[src/gp_regs_pkg.sv]
// Package for the general and pointer register block.
// Assumes a 32-bit Avalon-MM slave port with byte addressing.
package gp_regs_pkg;
    // Register byte offsets on the bus
    localparam logic [7:0] OFS_GENERAL_WORD = 8'h00;
    localparam logic [7:0] OFS_GENERAL_LOW_BYTE = 8'h04;
    localparam logic [7:0] OFS_FRAME_BASE = 8'h08;
    localparam logic [7:0] OFS_GENERAL_BYTE_SWAP = 8'h0C;
    localparam logic [7:0] OFS_GENERAL_HIGH_BYTE = 8'h10;
    localparam logic [7:0] OFS_GENERAL_LOW_SIGN_EXT = 8'h14;
    localparam logic [7:0] OFS_FRAME_POINTER = 8'h18;
    localparam logic [7:0] OFS_DATA_POINTER_ZERO = 8'h1C;
    localparam logic [7:0] OFS_DATA_POINTER_ONE = 8'h20;
    localparam logic [7:0] OFS_FRAME_OFFSET = 8'h24;

    // Reset values
    localparam logic [15:0] RST_WORD = 16'h0000;
    localparam logic [7:0] RST_BYTE = 8'h00;

    // Field positions of the general word
    localparam int LOW_BYTE_MSB = 7;
    localparam int HIGH_BYTE_LSB = 8;

    // Pointer select codes of a memory access
    localparam logic [1:0] SEL_DP0 = 2'h0;
    localparam logic [1:0] SEL_DP1 = 2'h1;
    localparam logic [1:0] SEL_FP = 2'h2;

    // Step codes of a memory access
    localparam logic [1:0] STEP_NONE = 2'h0;
    localparam logic [1:0] STEP_INC = 2'h1;
    localparam logic [1:0] STEP_DEC = 2'h2;

    // One data memory access through a pointer
    typedef struct packed {
        logic valid;
        logic is_write;
        logic [1:0] sel;
        logic [1:0] step;
    } ptr_access_t;
endpackage

[src/gp_regs.sv]
// General word register with byte views, frame pointer and two
// data pointers, reached over an Avalon-MM slave with waitrequest.
// Assumes the core issues pointer accesses on clk_sys as pulses.
//
// What this block does
// - All 16-bit registers and views reset to zero
// - Low and high byte registers reset to zero
// - Low byte write lands in word bits 7:0
// - High byte write lands in word bits 15:8
// - Low byte read returns word bits 7:0
// - High byte read returns word bits 15:8
// - Swap view exchanges the two word bytes
// - Sign view extends word bit 7 upward
// - Frame pointer is unsigned base plus offset
// - Offset stepping never touches the frame base
// - Frame pointer view reads the present sum
// - Pointer zero steps after reads, before writes
// - Pointer one steps after reads, before writes
// - Eight-bit offset steps post-read, pre-write
//
// The placing of the registers and the Avalon-MM interface to the registers are this design's own decisions.
`timescale 1ns/100ps
module gp_regs
    import gp_regs_pkg::*;
(
    input wire logic clk_sys,
    input wire logic reset_n,
    input wire logic [7:0] avs_address,
    input wire logic avs_read,
    input wire logic avs_write,
    input wire logic [31:0] avs_writedata,
    input wire logic [3:0] avs_byteenable,
    output logic [31:0] avs_readdata,
    output logic avs_waitrequest,
    input wire ptr_access_t ptr_req,
    output logic [15:0] mem_addr
);
    logic ack_reg; // Second cycle of a bus request
    logic [31:0] readdata_reg; // Read answer, loaded in first cycle
    logic [15:0] general_word_reg; // General word
    logic [15:0] frame_base_reg; // Frame base
    logic [7:0] frame_offset_reg; // Frame offset
    logic [15:0] data_pointer_zero_reg; // Pointer zero
    logic [15:0] data_pointer_one_reg; // Pointer one
    logic [15:0] mem_addr_reg; // Address of the last access
    logic bus_wr; // Write taken at this edge
    logic bus_rd; // Read answered at this edge
    logic [15:0] wdata16; // Low half of write data
    logic [15:0] general_byte_swap; // Swap view
    logic [15:0] general_low_sign_extended; // Sign view
    logic [15:0] frame_pointer; // Base plus offset
    logic [7:0] offset_stepped; // Offset after its step
    logic [15:0] fp_stepped; // Frame pointer with stepped offset
    logic [15:0] dp0_stepped; // Pointer zero after its step
    logic [15:0] dp1_stepped; // Pointer one after its step
    logic acc_dp0; // Access through pointer zero
    logic acc_dp1; // Access through pointer one
    logic acc_fp; // Access through frame pointer
    logic [31:0] read_mux; // Read value by address

    // Increment, decrement or hold a 16-bit pointer
    function automatic logic [15:0] step16(input logic [15:0] v, input logic [1:0] s);
        logic [15:0] r;
        r = v;
        if (s == STEP_INC) begin
            r = v + 16'h0001;
        end else if (s == STEP_DEC) begin
            r = v - 16'h0001;
        end
        return r;
    endfunction

    // Merge the enabled byte lanes into a 16-bit register
    function automatic logic [15:0] merge16(input logic [15:0] old,
                                            input logic [15:0] wd,
                                            input logic [1:0] be);
        logic [15:0] r;
        r = old;
        if (be[0]) begin
            r[7:0] = wd[7:0];
        end
        if (be[1]) begin
            r[15:8] = wd[15:8];
        end
        return r;
    endfunction

    // One wait state on every request; the answer comes on the second edge
    assign avs_waitrequest = (avs_read | avs_write) & ~ack_reg;
    assign bus_wr = avs_write & ack_reg;
    assign bus_rd = avs_read & ack_reg;
    assign wdata16 = avs_writedata[15:0];
    assign avs_readdata = readdata_reg;
    assign mem_addr = mem_addr_reg;

    // Derived views, always current with the word, base and offset
    assign general_byte_swap = {general_word_reg[LOW_BYTE_MSB:0],
                                general_word_reg[15:HIGH_BYTE_LSB]};
    assign general_low_sign_extended = {{8{general_word_reg[LOW_BYTE_MSB]}},
                                        general_word_reg[LOW_BYTE_MSB:0]};
    assign frame_pointer = frame_base_reg + {8'h00, frame_offset_reg};

    // Which pointer the core is using this cycle
    assign acc_dp0 = ptr_req.valid && (ptr_req.sel == SEL_DP0);
    assign acc_dp1 = ptr_req.valid && (ptr_req.sel == SEL_DP1);
    // Reserved select code falls back to the frame pointer
    assign acc_fp = ptr_req.valid && ptr_req.sel[1];
    assign dp0_stepped = step16(data_pointer_zero_reg, ptr_req.step);
    assign dp1_stepped = step16(data_pointer_one_reg, ptr_req.step);
    // Offset wraps in 8 bits; the carry is dropped, not passed to base
    assign offset_stepped = 8'(step16({8'h00, frame_offset_reg}, ptr_req.step));
    assign fp_stepped = frame_base_reg + {8'h00, offset_stepped};

    // Read multiplexer; unmapped addresses read zero
    always_comb begin
        read_mux = 32'h0000_0000;
        case (avs_address)
            OFS_GENERAL_WORD: read_mux[15:0] = general_word_reg;
            OFS_GENERAL_LOW_BYTE: read_mux[7:0] = general_word_reg[7:0];
            OFS_GENERAL_HIGH_BYTE: read_mux[7:0] = general_word_reg[15:8];
            OFS_GENERAL_BYTE_SWAP: read_mux[15:0] = general_byte_swap;
            OFS_GENERAL_LOW_SIGN_EXT: read_mux[15:0] = general_low_sign_extended;
            OFS_FRAME_BASE: read_mux[15:0] = frame_base_reg;
            OFS_FRAME_OFFSET: read_mux[7:0] = frame_offset_reg;
            OFS_FRAME_POINTER: read_mux[15:0] = frame_pointer;
            OFS_DATA_POINTER_ZERO: read_mux[15:0] = data_pointer_zero_reg;
            OFS_DATA_POINTER_ONE: read_mux[15:0] = data_pointer_one_reg;
            default: read_mux = 32'h0000_0000;
        endcase
    end

    // Bus handshake; read data captured in the waited cycle
    always_ff @(posedge clk_sys or negedge reset_n) begin
        if (!reset_n) begin
            ack_reg <= 1'b0;
            readdata_reg <= 32'h0000_0000;
        end else begin
            ack_reg <= (avs_read | avs_write) & ~ack_reg;
            if (avs_read && !ack_reg) begin
                readdata_reg <= read_mux;
            end
        end
    end

    // General word: full, low byte and high byte writes
    always_ff @(posedge clk_sys or negedge reset_n) begin
        if (!reset_n) begin
            general_word_reg <= RST_WORD;
        end else if (bus_wr) begin
            case (avs_address)
                OFS_GENERAL_WORD: begin
                    general_word_reg <= merge16(general_word_reg, wdata16,
                                                avs_byteenable[1:0]);
                end
                OFS_GENERAL_LOW_BYTE: begin
                    // Only the low byte moves, the high byte is kept
                    if (avs_byteenable[0]) begin
                        general_word_reg[7:0] <= wdata16[7:0];
                    end
                end
                OFS_GENERAL_HIGH_BYTE: begin
                    if (avs_byteenable[0]) begin
                        general_word_reg[15:8] <= wdata16[7:0];
                    end
                end
                // Writes to the read-only views fall here and do nothing
                default: general_word_reg <= general_word_reg;
            endcase
        end
    end

    // Frame base: bus writes only, never the offset's carry
    always_ff @(posedge clk_sys or negedge reset_n) begin
        if (!reset_n) begin
            frame_base_reg <= RST_WORD;
        end else if (bus_wr && avs_address == OFS_FRAME_BASE) begin
            frame_base_reg <= merge16(frame_base_reg, wdata16, avs_byteenable[1:0]);
        end
    end

    // Frame offset: bus write wins over a step in the same cycle
    always_ff @(posedge clk_sys or negedge reset_n) begin
        if (!reset_n) begin
            frame_offset_reg <= RST_BYTE;
        end else if (bus_wr && avs_address == OFS_FRAME_OFFSET) begin
            if (avs_byteenable[0]) begin
                frame_offset_reg <= wdata16[7:0];
            end
        end else if (acc_fp) begin
            frame_offset_reg <= offset_stepped;
        end
    end

    // Pointer zero: bus write wins over a step in the same cycle
    always_ff @(posedge clk_sys or negedge reset_n) begin
        if (!reset_n) begin
            data_pointer_zero_reg <= RST_WORD;
        end else if (bus_wr && avs_address == OFS_DATA_POINTER_ZERO) begin
            data_pointer_zero_reg <= merge16(data_pointer_zero_reg, wdata16,
                                             avs_byteenable[1:0]);
        end else if (acc_dp0) begin
            data_pointer_zero_reg <= dp0_stepped;
        end
    end

    // Pointer one: same policy as pointer zero
    always_ff @(posedge clk_sys or negedge reset_n) begin
        if (!reset_n) begin
            data_pointer_one_reg <= RST_WORD;
        end else if (bus_wr && avs_address == OFS_DATA_POINTER_ONE) begin
            data_pointer_one_reg <= merge16(data_pointer_one_reg, wdata16,
                                            avs_byteenable[1:0]);
        end else if (acc_dp1) begin
            data_pointer_one_reg <= dp1_stepped;
        end
    end

    // Access address: reads use the old value, writes the stepped one
    always_ff @(posedge clk_sys or negedge reset_n) begin
        if (!reset_n) begin
            mem_addr_reg <= RST_WORD;
        end else if (acc_dp0) begin
            mem_addr_reg <= ptr_req.is_write ? dp0_stepped : data_pointer_zero_reg;
        end else if (acc_dp1) begin
            mem_addr_reg <= ptr_req.is_write ? dp1_stepped : data_pointer_one_reg;
        end else if (acc_fp) begin
            mem_addr_reg <= ptr_req.is_write ? fp_stepped : frame_pointer;
        end
    end

    // Checks on reset, views and pointer stepping
    // Registers are unknown before the first reset edge, so the check
    // is held off while reset is low and looks at the first edge after release
    property p_reset_zero;
        @(posedge clk_sys) disable iff (!reset_n)
        !$past(reset_n) |-> (general_word_reg == RST_WORD
            && frame_base_reg == RST_WORD && data_pointer_zero_reg == RST_WORD
            && data_pointer_one_reg == RST_WORD && frame_pointer == RST_WORD);
    endproperty
    a_reset_zero: assert property (p_reset_zero)
        else $error("register not zero after reset");

    property p_bytes_zero;
        @(posedge clk_sys) disable iff (!reset_n)
        !$past(reset_n) |-> general_word_reg[7:0] == RST_BYTE
            && general_word_reg[15:8] == RST_BYTE;
    endproperty
    a_bytes_zero: assert property (p_bytes_zero)
        else $error("byte view not zero after reset");

    property p_low_write;
        @(posedge clk_sys) disable iff (!reset_n)
        bus_wr && avs_address == OFS_GENERAL_LOW_BYTE && avs_byteenable[0] |=>
            general_word_reg[7:0] == $past(wdata16[7:0]);
    endproperty
    a_low_write: assert property (p_low_write) else $error("low byte write lost");

    property p_high_write;
        @(posedge clk_sys) disable iff (!reset_n)
        bus_wr && avs_address == OFS_GENERAL_HIGH_BYTE && avs_byteenable[0] |=>
            general_word_reg[15:8] == $past(wdata16[7:0])
            && general_word_reg[7:0] == $past(general_word_reg[7:0]);
    endproperty
    a_high_write: assert property (p_high_write) else $error("high byte write wrong");

    property p_low_read;
        @(posedge clk_sys) disable iff (!reset_n)
        bus_rd && avs_address == OFS_GENERAL_LOW_BYTE |->
            avs_readdata == {24'h000000, $past(general_word_reg[7:0])};
    endproperty
    a_low_read: assert property (p_low_read) else $error("low byte read wrong");

    property p_high_read;
        @(posedge clk_sys) disable iff (!reset_n)
        bus_rd && avs_address == OFS_GENERAL_HIGH_BYTE |->
            avs_readdata == {24'h000000, $past(general_word_reg[15:8])};
    endproperty
    a_high_read: assert property (p_high_read) else $error("high byte read wrong");

    property p_swap_read;
        @(posedge clk_sys) disable iff (!reset_n)
        bus_rd && avs_address == OFS_GENERAL_BYTE_SWAP |->
            avs_readdata[15:8] == $past(general_word_reg[7:0])
            && avs_readdata[7:0] == $past(general_word_reg[15:8]);
    endproperty
    a_swap_read: assert property (p_swap_read) else $error("swap view wrong");

    property p_sign_read;
        @(posedge clk_sys) disable iff (!reset_n)
        bus_rd && avs_address == OFS_GENERAL_LOW_SIGN_EXT |->
            avs_readdata[15:8] == {8{$past(general_word_reg[7])}}
            && avs_readdata[7:0] == $past(general_word_reg[7:0]);
    endproperty
    a_sign_read: assert property (p_sign_read) else $error("sign view wrong");

    property p_fp_read;
        @(posedge clk_sys) disable iff (!reset_n)
        bus_rd && avs_address == OFS_FRAME_POINTER |-> avs_readdata[15:0] ==
            16'($past(frame_base_reg) + {8'h00, $past(frame_offset_reg)});
    endproperty
    a_fp_read: assert property (p_fp_read) else $error("frame pointer read wrong");

    property p_base_kept;
        @(posedge clk_sys) disable iff (!reset_n)
        acc_fp && !bus_wr |=> $stable(frame_base_reg);
    endproperty
    a_base_kept: assert property (p_base_kept) else $error("offset step moved base");

    property p_dp0_post_read;
        @(posedge clk_sys) disable iff (!reset_n)
        acc_dp0 && !ptr_req.is_write && ptr_req.step == STEP_INC && !bus_wr |=>
            mem_addr == $past(data_pointer_zero_reg)
            && data_pointer_zero_reg == 16'($past(data_pointer_zero_reg) + 16'h0001);
    endproperty
    a_dp0_post_read: assert property (p_dp0_post_read)
        else $error("pointer zero post step");

    property p_dp1_pre_write;
        @(posedge clk_sys) disable iff (!reset_n)
        acc_dp1 && ptr_req.is_write && ptr_req.step == STEP_DEC && !bus_wr |=>
            data_pointer_one_reg == 16'($past(data_pointer_one_reg) - 16'h0001)
            && mem_addr == data_pointer_one_reg;
    endproperty
    a_dp1_pre_write: assert property (p_dp1_pre_write) else $error("pointer one pre step");

    property p_offs_step;
        @(posedge clk_sys) disable iff (!reset_n)
        acc_fp && !ptr_req.is_write && ptr_req.step == STEP_INC && !bus_wr |=>
            frame_offset_reg == 8'($past(frame_offset_reg) + 8'h01)
            && mem_addr == $past(frame_pointer);
    endproperty
    a_offs_step: assert property (p_offs_step) else $error("offset post step wrong");

    property p_view_write;
        @(posedge clk_sys) disable iff (!reset_n)
        bus_wr && (avs_address == OFS_GENERAL_BYTE_SWAP
            || avs_address == OFS_GENERAL_LOW_SIGN_EXT) |=> $stable(general_word_reg);
    endproperty
    a_view_write: assert property (p_view_write) else $error("view write had effect");

    // Main scenarios
    c_low_write: cover property (@(posedge clk_sys) disable iff (!reset_n)
        bus_wr && avs_address == OFS_GENERAL_LOW_BYTE);
    c_fp_wrap: cover property (@(posedge clk_sys) disable iff (!reset_n)
        acc_fp && frame_offset_reg == 8'hFF && ptr_req.step == STEP_INC);
    c_dp0_write: cover property (@(posedge clk_sys) disable iff (!reset_n)
        acc_dp0 && ptr_req.is_write);
endmodule

[config.mk]
export PLATFORM = sky130hd
export DESIGN_NAME = gp_regs
export DESIGN_NICKNAME = d
export VERILOG_FILES = /design/src/gp_regs_pkg.sv /design/src/gp_regs.sv
export SDC_FILE = /design/constraint.sdc
export NUM_CORES = 1
export LEC_CHECK = 0
export BUFFER_PORTS_ARGS = -buffer_cell sky130_fd_sc_hd__buf_2
export CAP_MARGIN = 20
export CORE_MARGIN = 2
export CORE_UTILIZATION = 32
export DETAILED_ROUTE_END_ITERATION = 16
export SYNTH_ARGS = -nofsm -noshare
export SYNTH_HDL_FRONTEND = slang
export SYNTH_SLANG_ARGS = --single-unit
[constraint.sdc]
create_clock -name clk_sys -period 5.6 [get_ports clk_sys]
set_clock_uncertainty 0.15 [all_clocks]
set_input_delay 0.28 -clock clk_sys [delete_from_list [all_inputs] [get_ports clk_sys]]
set_output_delay 0.28 -clock clk_sys [all_outputs]
set_load 0.1 [all_outputs]
==> metrics.yaml, run 1 <==
first_global_vias: 7988
num-nets-final: 1151
synth-edff-count: 0
leakagePower_nw: 4.16
cts.repair_timing.setup_buffer_count: 0
tritoncts: "built"
boundaryPins: 103
floorplan.die.width_um: 168
status: "complete, no violations"
post_drt_wl_per_cell_um: 23.2
drc_violation_count_after_routing: 0
largest_family_of_logic_cells_by_synthesized_area: "simple AND/OR/NAND/NOR gates"
max_capacitance_violation_count: 0
post_cts_sizing: 0
worst_ir_drop_vdd_uv: 199
synthToLayoutAreaGrowth_pct: 9.62
endpoint_kind: "flop"
timing.critical_path.cells: "or4_1, or3_1, o21ai_1, o21ai_1, xnor2_1, ha_1, o21ai_0, nor2_1, a21boi_0, o32ai_1, or3_1, a21oi_1, o221a_1"
syn-cell-area_um2: 8660
timing.critical_path.required_ns: 5.75
power.total_mw: 3.09
cts-hold-fix-buffers: 1
timing.hold.worst.class: "input port to flop"
layout-drive-gt1-share_pct: 13.4
synth_ff_type: "sky130_fd_sc_hd__dfrtp_1"
cp_num_buf_inv: 0
relSlewSlack_pct: 39.6
rsz0062_at_grt: "no"
dr_total_vias: 8636
timing.fmax_mhz: 245
powerDensity_nw_per_um2: 325
gp_congestion: 0.949
cpMaxStageDelayCell: "sky130_fd_sc_hd__or4_1"
clock_insertion_delay_worst_skew_ns: 0.37
timing.critical_path.fanout_max: 8
synth_seq_cells: 105
place.port_buffers: 68
detailed_placement_hpwl_mm: 24.6
std_cell_rows: 60
share_of_the_synthesized_area_in_compound_gates_ao_oa_aoi_oai_pct: 23.1
hold_viol: 0
cp-start-kind: "flop"
global_route.usage.total_pct: 23.0
worst_path_largest_cell_delay_ns: 0.56
detail-route-antenna-nets: 0
async_reset_ff_share_pct: 100
cts_buffers: 9
starting_utilization_of_the_core_area_pct: 32.4
drt-total-wl_mm: 32.9
setup_viol_count_final: 0
route.detailed.vias_per_inst: 6.09
yosys.area_share.xor_xnor_pct: 5.36
synth_top_cells_by_area: "sky130_fd_sc_hd__dfrtp_1, sky130_fd_sc_hd__nand2_1, sky130_fd_sc_hd__nor2_1"
avgSynthCellArea_um2: 8.22
grt.overflow.total: 0
placed_cells_incl_taps: 1400
core_region_area_um2: 26700
worst_ep_arrival_time_ns: 4.24
clock_sinks: 105
grt_max_degree: 62
synth.most_common_cell: "sky130_fd_sc_hd__nand2_1"
netlist_instances: 1053
dr.pass1.iters: 5
global_route_wire_length_before_repair_mm: 49.7
worst_setup_hold_path_clk_slew_ns: 0.07
drt_iter0_markers: 1021
yosys-mux-area-fraction_pct: 8.28
clock_tree_root: "sky130_fd_sc_hd__clkbuf_16"
ys.warnings.count: 0
ctsHtreeMaxLevel: 3
diodes: 0
layout.filler_cells: 2806
die_h_um: 168
synth_top_cell_by_area: "sky130_fd_sc_hd__dfrtp_1"
post-route-period-util_pct: 73.0
hold_slack_ns: 0.0397
timing.reg2reg.setup_slack_ns: 1.51
synth.top_cells.by_count: "sky130_fd_sc_hd__nand2_1, sky130_fd_sc_hd__nor2_1, sky130_fd_sc_hd__dfrtp_1, sky130_fd_sc_hd__a21oi_1, sky130_fd_sc_hd__o21ai_0"
ys_seq_area_share_pct: 30.3
clock_path_buffers: 2
fp.dieArea_um2: 28400
instances_no_fill: 1417
synth_top_cell_area_share_pct: 30.3
worst-slew-pin-transition_ns: 0.897
timing.final.crit_period_ns: 4.09
yosys.cell_types.count: 92
timing.setup.tns_ns: 0
antenna_found_initial: 0
crit_path_kind: "flop to flop"
synth_simple_gate_area_share_pct: 23.3
timing.critical_path.max_delay_family: "compound AO/OA/AOI/OAI gates"
synth_fa_ha_area_share_pct: 3.79
slew_violations: 0
## logic make-up after synthesis
family                   count (synthesis)
flip-flops                             105
adder cells (fa/ha/maj)                 25
AND/OR/NAND/NOR                        403
AO/OA/AOI/OAI                          297
buffers and inverters                  107
other                                    1
multiplexers                            62
XOR/XNOR                                53
## final timing paths
path,cells after the start,start,endpoint
max,13,frame_offset_reg[2],mem_addr[15]
max in group asynchronous,3,reset_n,frame_offset_reg[1]
max reg2reg,13,frame_offset_reg[2],mem_addr[15]
min,3,avs_write,ack_reg
min reg2reg,1,ack_reg,ack_reg
min in group asynchronous,2,reset_n,ack_reg
## cell usage in the layout, fill, tap and decap left out, types with 6 or more instances in the layout
master and count:
sky130_fd_sc_hd__a222oi_1 9, sky130_fd_sc_hd__o221ai_1 6, sky130_fd_sc_hd__a221oi_1 7, sky130_fd_sc_hd__nor3_1 31
sky130_fd_sc_hd__buf_4 11, sky130_fd_sc_hd__nor4_1 6, sky130_fd_sc_hd__nor2_1 109, sky130_fd_sc_hd__dfrtp_1 105
sky130_fd_sc_hd__mux2_2 12, sky130_fd_sc_hd__clkbuf_16 9, sky130_fd_sc_hd__conb_1 16, sky130_fd_sc_hd__mux2_4 16
sky130_fd_sc_hd__o21ai_0 56, sky130_fd_sc_hd__o21ai_1 9, sky130_fd_sc_hd__and3_1 15, sky130_fd_sc_hd__nand3_1 39
sky130_fd_sc_hd__nor2b_1 7, sky130_fd_sc_hd__ha_1 23, sky130_fd_sc_hd__a31oi_1 17, sky130_fd_sc_hd__mux2i_1 33
sky130_fd_sc_hd__nand2_1 121, sky130_fd_sc_hd__nand4_1 8, sky130_fd_sc_hd__buf_2 67, sky130_fd_sc_hd__inv_1 20
sky130_fd_sc_hd__a211oi_1 7, sky130_fd_sc_hd__xor2_1 22, sky130_fd_sc_hd__a21o_1 14, sky130_fd_sc_hd__a21oi_1 69
sky130_fd_sc_hd__a22oi_1 11, sky130_fd_sc_hd__xnor2_1 31, sky130_fd_sc_hd__nand2b_1 7, sky130_fd_sc_hd__or3_1 11
sky130_fd_sc_hd__o211ai_1 14, sky130_fd_sc_hd__o22ai_1 18
## tightest hold or removal path: cells and delay by family
kind          cells  cell delay (ns)
buf+inv           1             0.08
simple gates      2             0.14
## metrics by stage
| stage | instance area (µm²) | setup slack, ns | util [%] |
|---|---|---|---|
| 3_3_place_gp | 9130 | 1.43 | 34.2 |
| 5_1_grt | 9490 | 1.18 | 35.5 |
| 3_5_place_dp | 9130 | 1.38 | 34.2 |
| 4_1_cts | 9490 | 1.55 | 35.5 |
| 2_1_floorplan | 8710 | 2.05 | - |
| 6_report | 9490 | 1.51 | 35.5 |
## layer usage
metal / share of wire [%] / GRT usage (%) / vias to the layer above
met5: 0 / 0 / -
met4: 4.2 / 9.26 / 0
met3: 8.5 / 3.79 / 87
met2: 45 / 36.6 / 454
met1: 43 / 31.3 / 4213
li1: - / - / 3882
## layout make-up
cell class                 count  area (µm²)  area share [%]
tap                          341         427            4.50
multi-input combinational    856        5590            58.9
timing repair buffer          80         433            4.56
inverter                      20        75.1           0.791
clock buffer                  10         239            2.52
sequential                   105        2630            27.7
clock inverter                 5         104            1.09
## report_power, final
| group | switching, mW | total, mW | internal, mW | leakage (nW) |
|---|---|---|---|---|
| Clock | 0.319 | 0.767 | 0.448 | 0.169 |
| Combinational | 0.772 | 1.14 | 0.365 | 2.61 |
| Sequential | 0.301 | 1.18 | 0.880 | 1.38 |
| Total | 1.39 | 3.09 | 1.69 | 4.16 |
No activity file was read; power rests on OpenSTA's default activity.
==> run 2: changes to the inputs <==
==> constraint.sdc (replaced) <==
create_clock -name clk_sys -period 3.5 [get_ports clk_sys]
set_clock_uncertainty 0.15 [all_clocks]
set_input_delay 0.175 -clock clk_sys [delete_from_list [all_inputs] [get_ports clk_sys]]
set_output_delay 0.175 -clock clk_sys [all_outputs]
set_load 0.1 [all_outputs]
==> run 2 against run 1 <==
  * Final area is 4.8% higher
  * Non-clock buffer count is 50 higher
  * Power is 60% higher
  * Combinational power is 77% higher
  * Die area stayed put
  * Global-route usage is 0.27 points higher
  * Sequential share of layout area is 1.3 points lower
  * Routed wire length is 2.0% higher
  * Via count is 3.2% higher
  * Cell count is 3.6% higher
==> metrics.yaml, run 2 (synthesis results as in run 1) <==
status: "complete, no violations"  # unchanged
layout-drive-gt1-share_pct: 18.3  # was 13.4%
detail-route-antenna-nets: 0  # unchanged
max_capacitance_violation_count: 0  # unchanged
global_route.usage.total_pct: 23.3  # was 23.0%
powerDensity_nw_per_um2: 495  # was 325 nW/µm²
timing.hold.worst.class: "input port to flop"  # unchanged
relSlewSlack_pct: 44.3  # was 39.6%
hold_viol: 0  # unchanged
worst_setup_hold_path_clk_slew_ns: 0.08  # was 0.07 ns
floorplan.die.width_um: 168  # unchanged
setup_viol_count_final: 0  # unchanged
layout.cells.most_common_list: "sky130_fd_sc_hd__nand2_1, sky130_fd_sc_hd__nor2_1, sky130_fd_sc_hd__dfrtp_1"  # unchanged
worst_path_largest_cell_delay_ns: 0.54  # was 0.56 ns
timing.setup.tns_ns: 0  # unchanged
clock_path_buffers: 2  # unchanged
core_region_area_um2: 26700  # unchanged
die_h_um: 168  # unchanged
cp-start-kind: "flop"  # unchanged
drc_violation_count_after_routing: 0  # unchanged
post_drt_wl_per_cell_um: 22.9  # was 23.2 µm
timing.hold.worst.start: "avs_writedata[8]"  # was avs_write
global_route_wire_length_before_repair_mm: 50.3  # was 49.7 mm
dr_total_vias: 8915  # was 8636
rsz0062_at_grt: "yes"  # was no
endpoint_kind: "flop"  # unchanged
detailed_placement_hpwl_mm: 25.3  # was 24.6 mm
starting_utilization_of_the_core_area_pct: 32.4  # unchanged
crit-reg2reg-launch: "frame_offset_reg[0]"  # was frame_offset_reg[2]
cts_buffers: 9  # unchanged
dr.pass1.iters: 7  # was 5
setup_slack_ns: 0.0518  # was 1.51 ns
antenna_found_initial: 0  # unchanged
timing.critical_path.required_ns: 3.60  # was 5.75 ns
worst-slew-pin-transition_ns: 0.833  # was 0.897 ns
slew_violations: 0  # unchanged
final_common_cell: "sky130_fd_sc_hd__nand2_1"  # unchanged
timing.final.crit_period_ns: 3.45  # was 4.09 ns
crit_path_kind: "flop to flop"  # unchanged
clock_insertion_delay_worst_skew_ns: 0.38  # was 0.37 ns
hold_slack_ns: 0.0135  # was 0.0397 ns
gp_congestion: 0.984  # was 0.949
route.detailed.vias_per_inst: 6.07  # was 6.09
diodes: 0  # unchanged
tritoncts: "built"  # unchanged
timing.fmax_mhz: 290  # was 245 MHz
worst_hold_path.num_cells: 3  # unchanged
num-nets-final: 1201  # was 1151
post-route-period-util_pct: 98.5  # was 73.0%
std_cell_rows: 60  # unchanged
fp.dieArea_um2: 28400  # unchanged
synthToLayoutAreaGrowth_pct: 14.9  # was 9.62%
timing.critical_path.cells: "or4_4, or3_4, o21ai_4, xor2_1, ha_1, a21oi_1, o21ai_2, o311ai_4, nand2b_4, xnor2_1, a2111o_1"  # was or4_1, or3_1, o21ai_1, o21ai_1, xnor2_1, ha_1, o21ai_0, nor2_1, a21boi_0, o32ai_1, or3_1, a21oi_1, o221a_1
cp_num_buf_inv: 0  # unchanged
drt_iter0_markers: 1119  # was 1021
timing.critical_path.max_delay_family: "compound AO/OA/AOI/OAI gates"  # unchanged
grt.overflow.total: 0  # unchanged
stages_on_the_worst_setup_path: 11  # was 13
grt_max_degree: 44  # was 62
timing.critical_path.fanout_max: 3  # was 8
worst_ir_drop_vdd_uv: 269  # was 199 µV
ctsHtreeMaxLevel: 3  # unchanged
cpMaxStageDelayCell: "sky130_fd_sc_hd__or4_4"  # was sky130_fd_sc_hd__or4_1
first_global_vias: 8103  # was 7988
placement.setup.worst_slack_ns: -0.172  # was 1.38 ns
leakagePower_nw: 4.41  # was 4.16 nW
path_depth_of_the_worst_reg2reg_path: 11  # was 13
layout.filler_cells: 2739  # was 2806
place.port_buffers: 68  # unchanged
clock_sinks: 105  # unchanged
clock_tree_root: "sky130_fd_sc_hd__clkbuf_16"  # unchanged
worst_ep_arrival_time_ns: 3.55  # was 4.24 ns
startpoint: "frame_offset_reg[0]"  # was frame_offset_reg[2]
drt-total-wl_mm: 33.6  # was 32.9 mm
boundaryPins: 103  # unchanged
-- run 2: worst paths after layout --
kind | slack (ns) | endpoint
hold reg to reg | 0.33 | avs_readdata[2]
min in group asynchronous | 0.20 | frame_base_reg[1]
setup / recovery | 0.05 | mem_addr[12]
hold / removal | 0.01 | data_pointer_zero_reg[8]
setup reg to reg | 0.05 | mem_addr[12]
max in group asynchronous | 2.26 | frame_base_reg[0]
-- run 2: tightest hold or removal path: cells and delay by family --
kind | cells | cell delay [ns]
buffers and inverters | 1 | 0.16
AND/OR/NAND/NOR | 2 | 0.16
-- run 2: cell type report --
cell class                 instances  area [µm²]  area share (%)
clock inverter                     7        63.8           0.641
clock buffer                       9         225            2.26
sequential                       105        2630            26.4
inverter                          20        75.1           0.754
tap                              341         427            4.29
multi-input combinational        856        5690            57.2
timing repair buffer             130         840            8.44
-- run 2: through the flow --
step | std cells | utilization, % | total power [mW] | area [µm²]
floorplan | 1068 | - | 3.21 | 8720
global placement | 1442 | 35.4 | 3.79 | 9460
detailed placement | 1442 | 35.4 | 3.81 | 9460
CTS | 1465 | 36.9 | 4.87 | 9850
global route | 1468 | 37.2 | 5.17 | 9950
finish | 1468 | 37.2 | 4.92 | 9950
-- run 2: timing repair --
item,CTS,global route
setup buffers,1,3
endpoints found under the setup margin,7,8
gates resized for setup,6,15
cloned,0,0
hold buffers,6,0
endpoints found under the hold margin,46,0
pin swaps,2,5
-- run 2: power breakdown --
group          switching (mW)  internal (mW)  leakage (nW)  total [mW]
sequential              0.451           1.41          1.38        1.86
clock                   0.545          0.498         0.136        1.04
combinational            1.33          0.689          2.89        2.02
total                    2.33           2.60          4.41        4.92
-- run 2: layer usage --
metal  track usage (%)  routed length [µm]  share of wire [%]
met3              3.65                2980                8.9
met4              9.56                1520                4.5
met2              36.2               14900                 44
met1              32.4               14100                 42
met5                 0                   0                  0
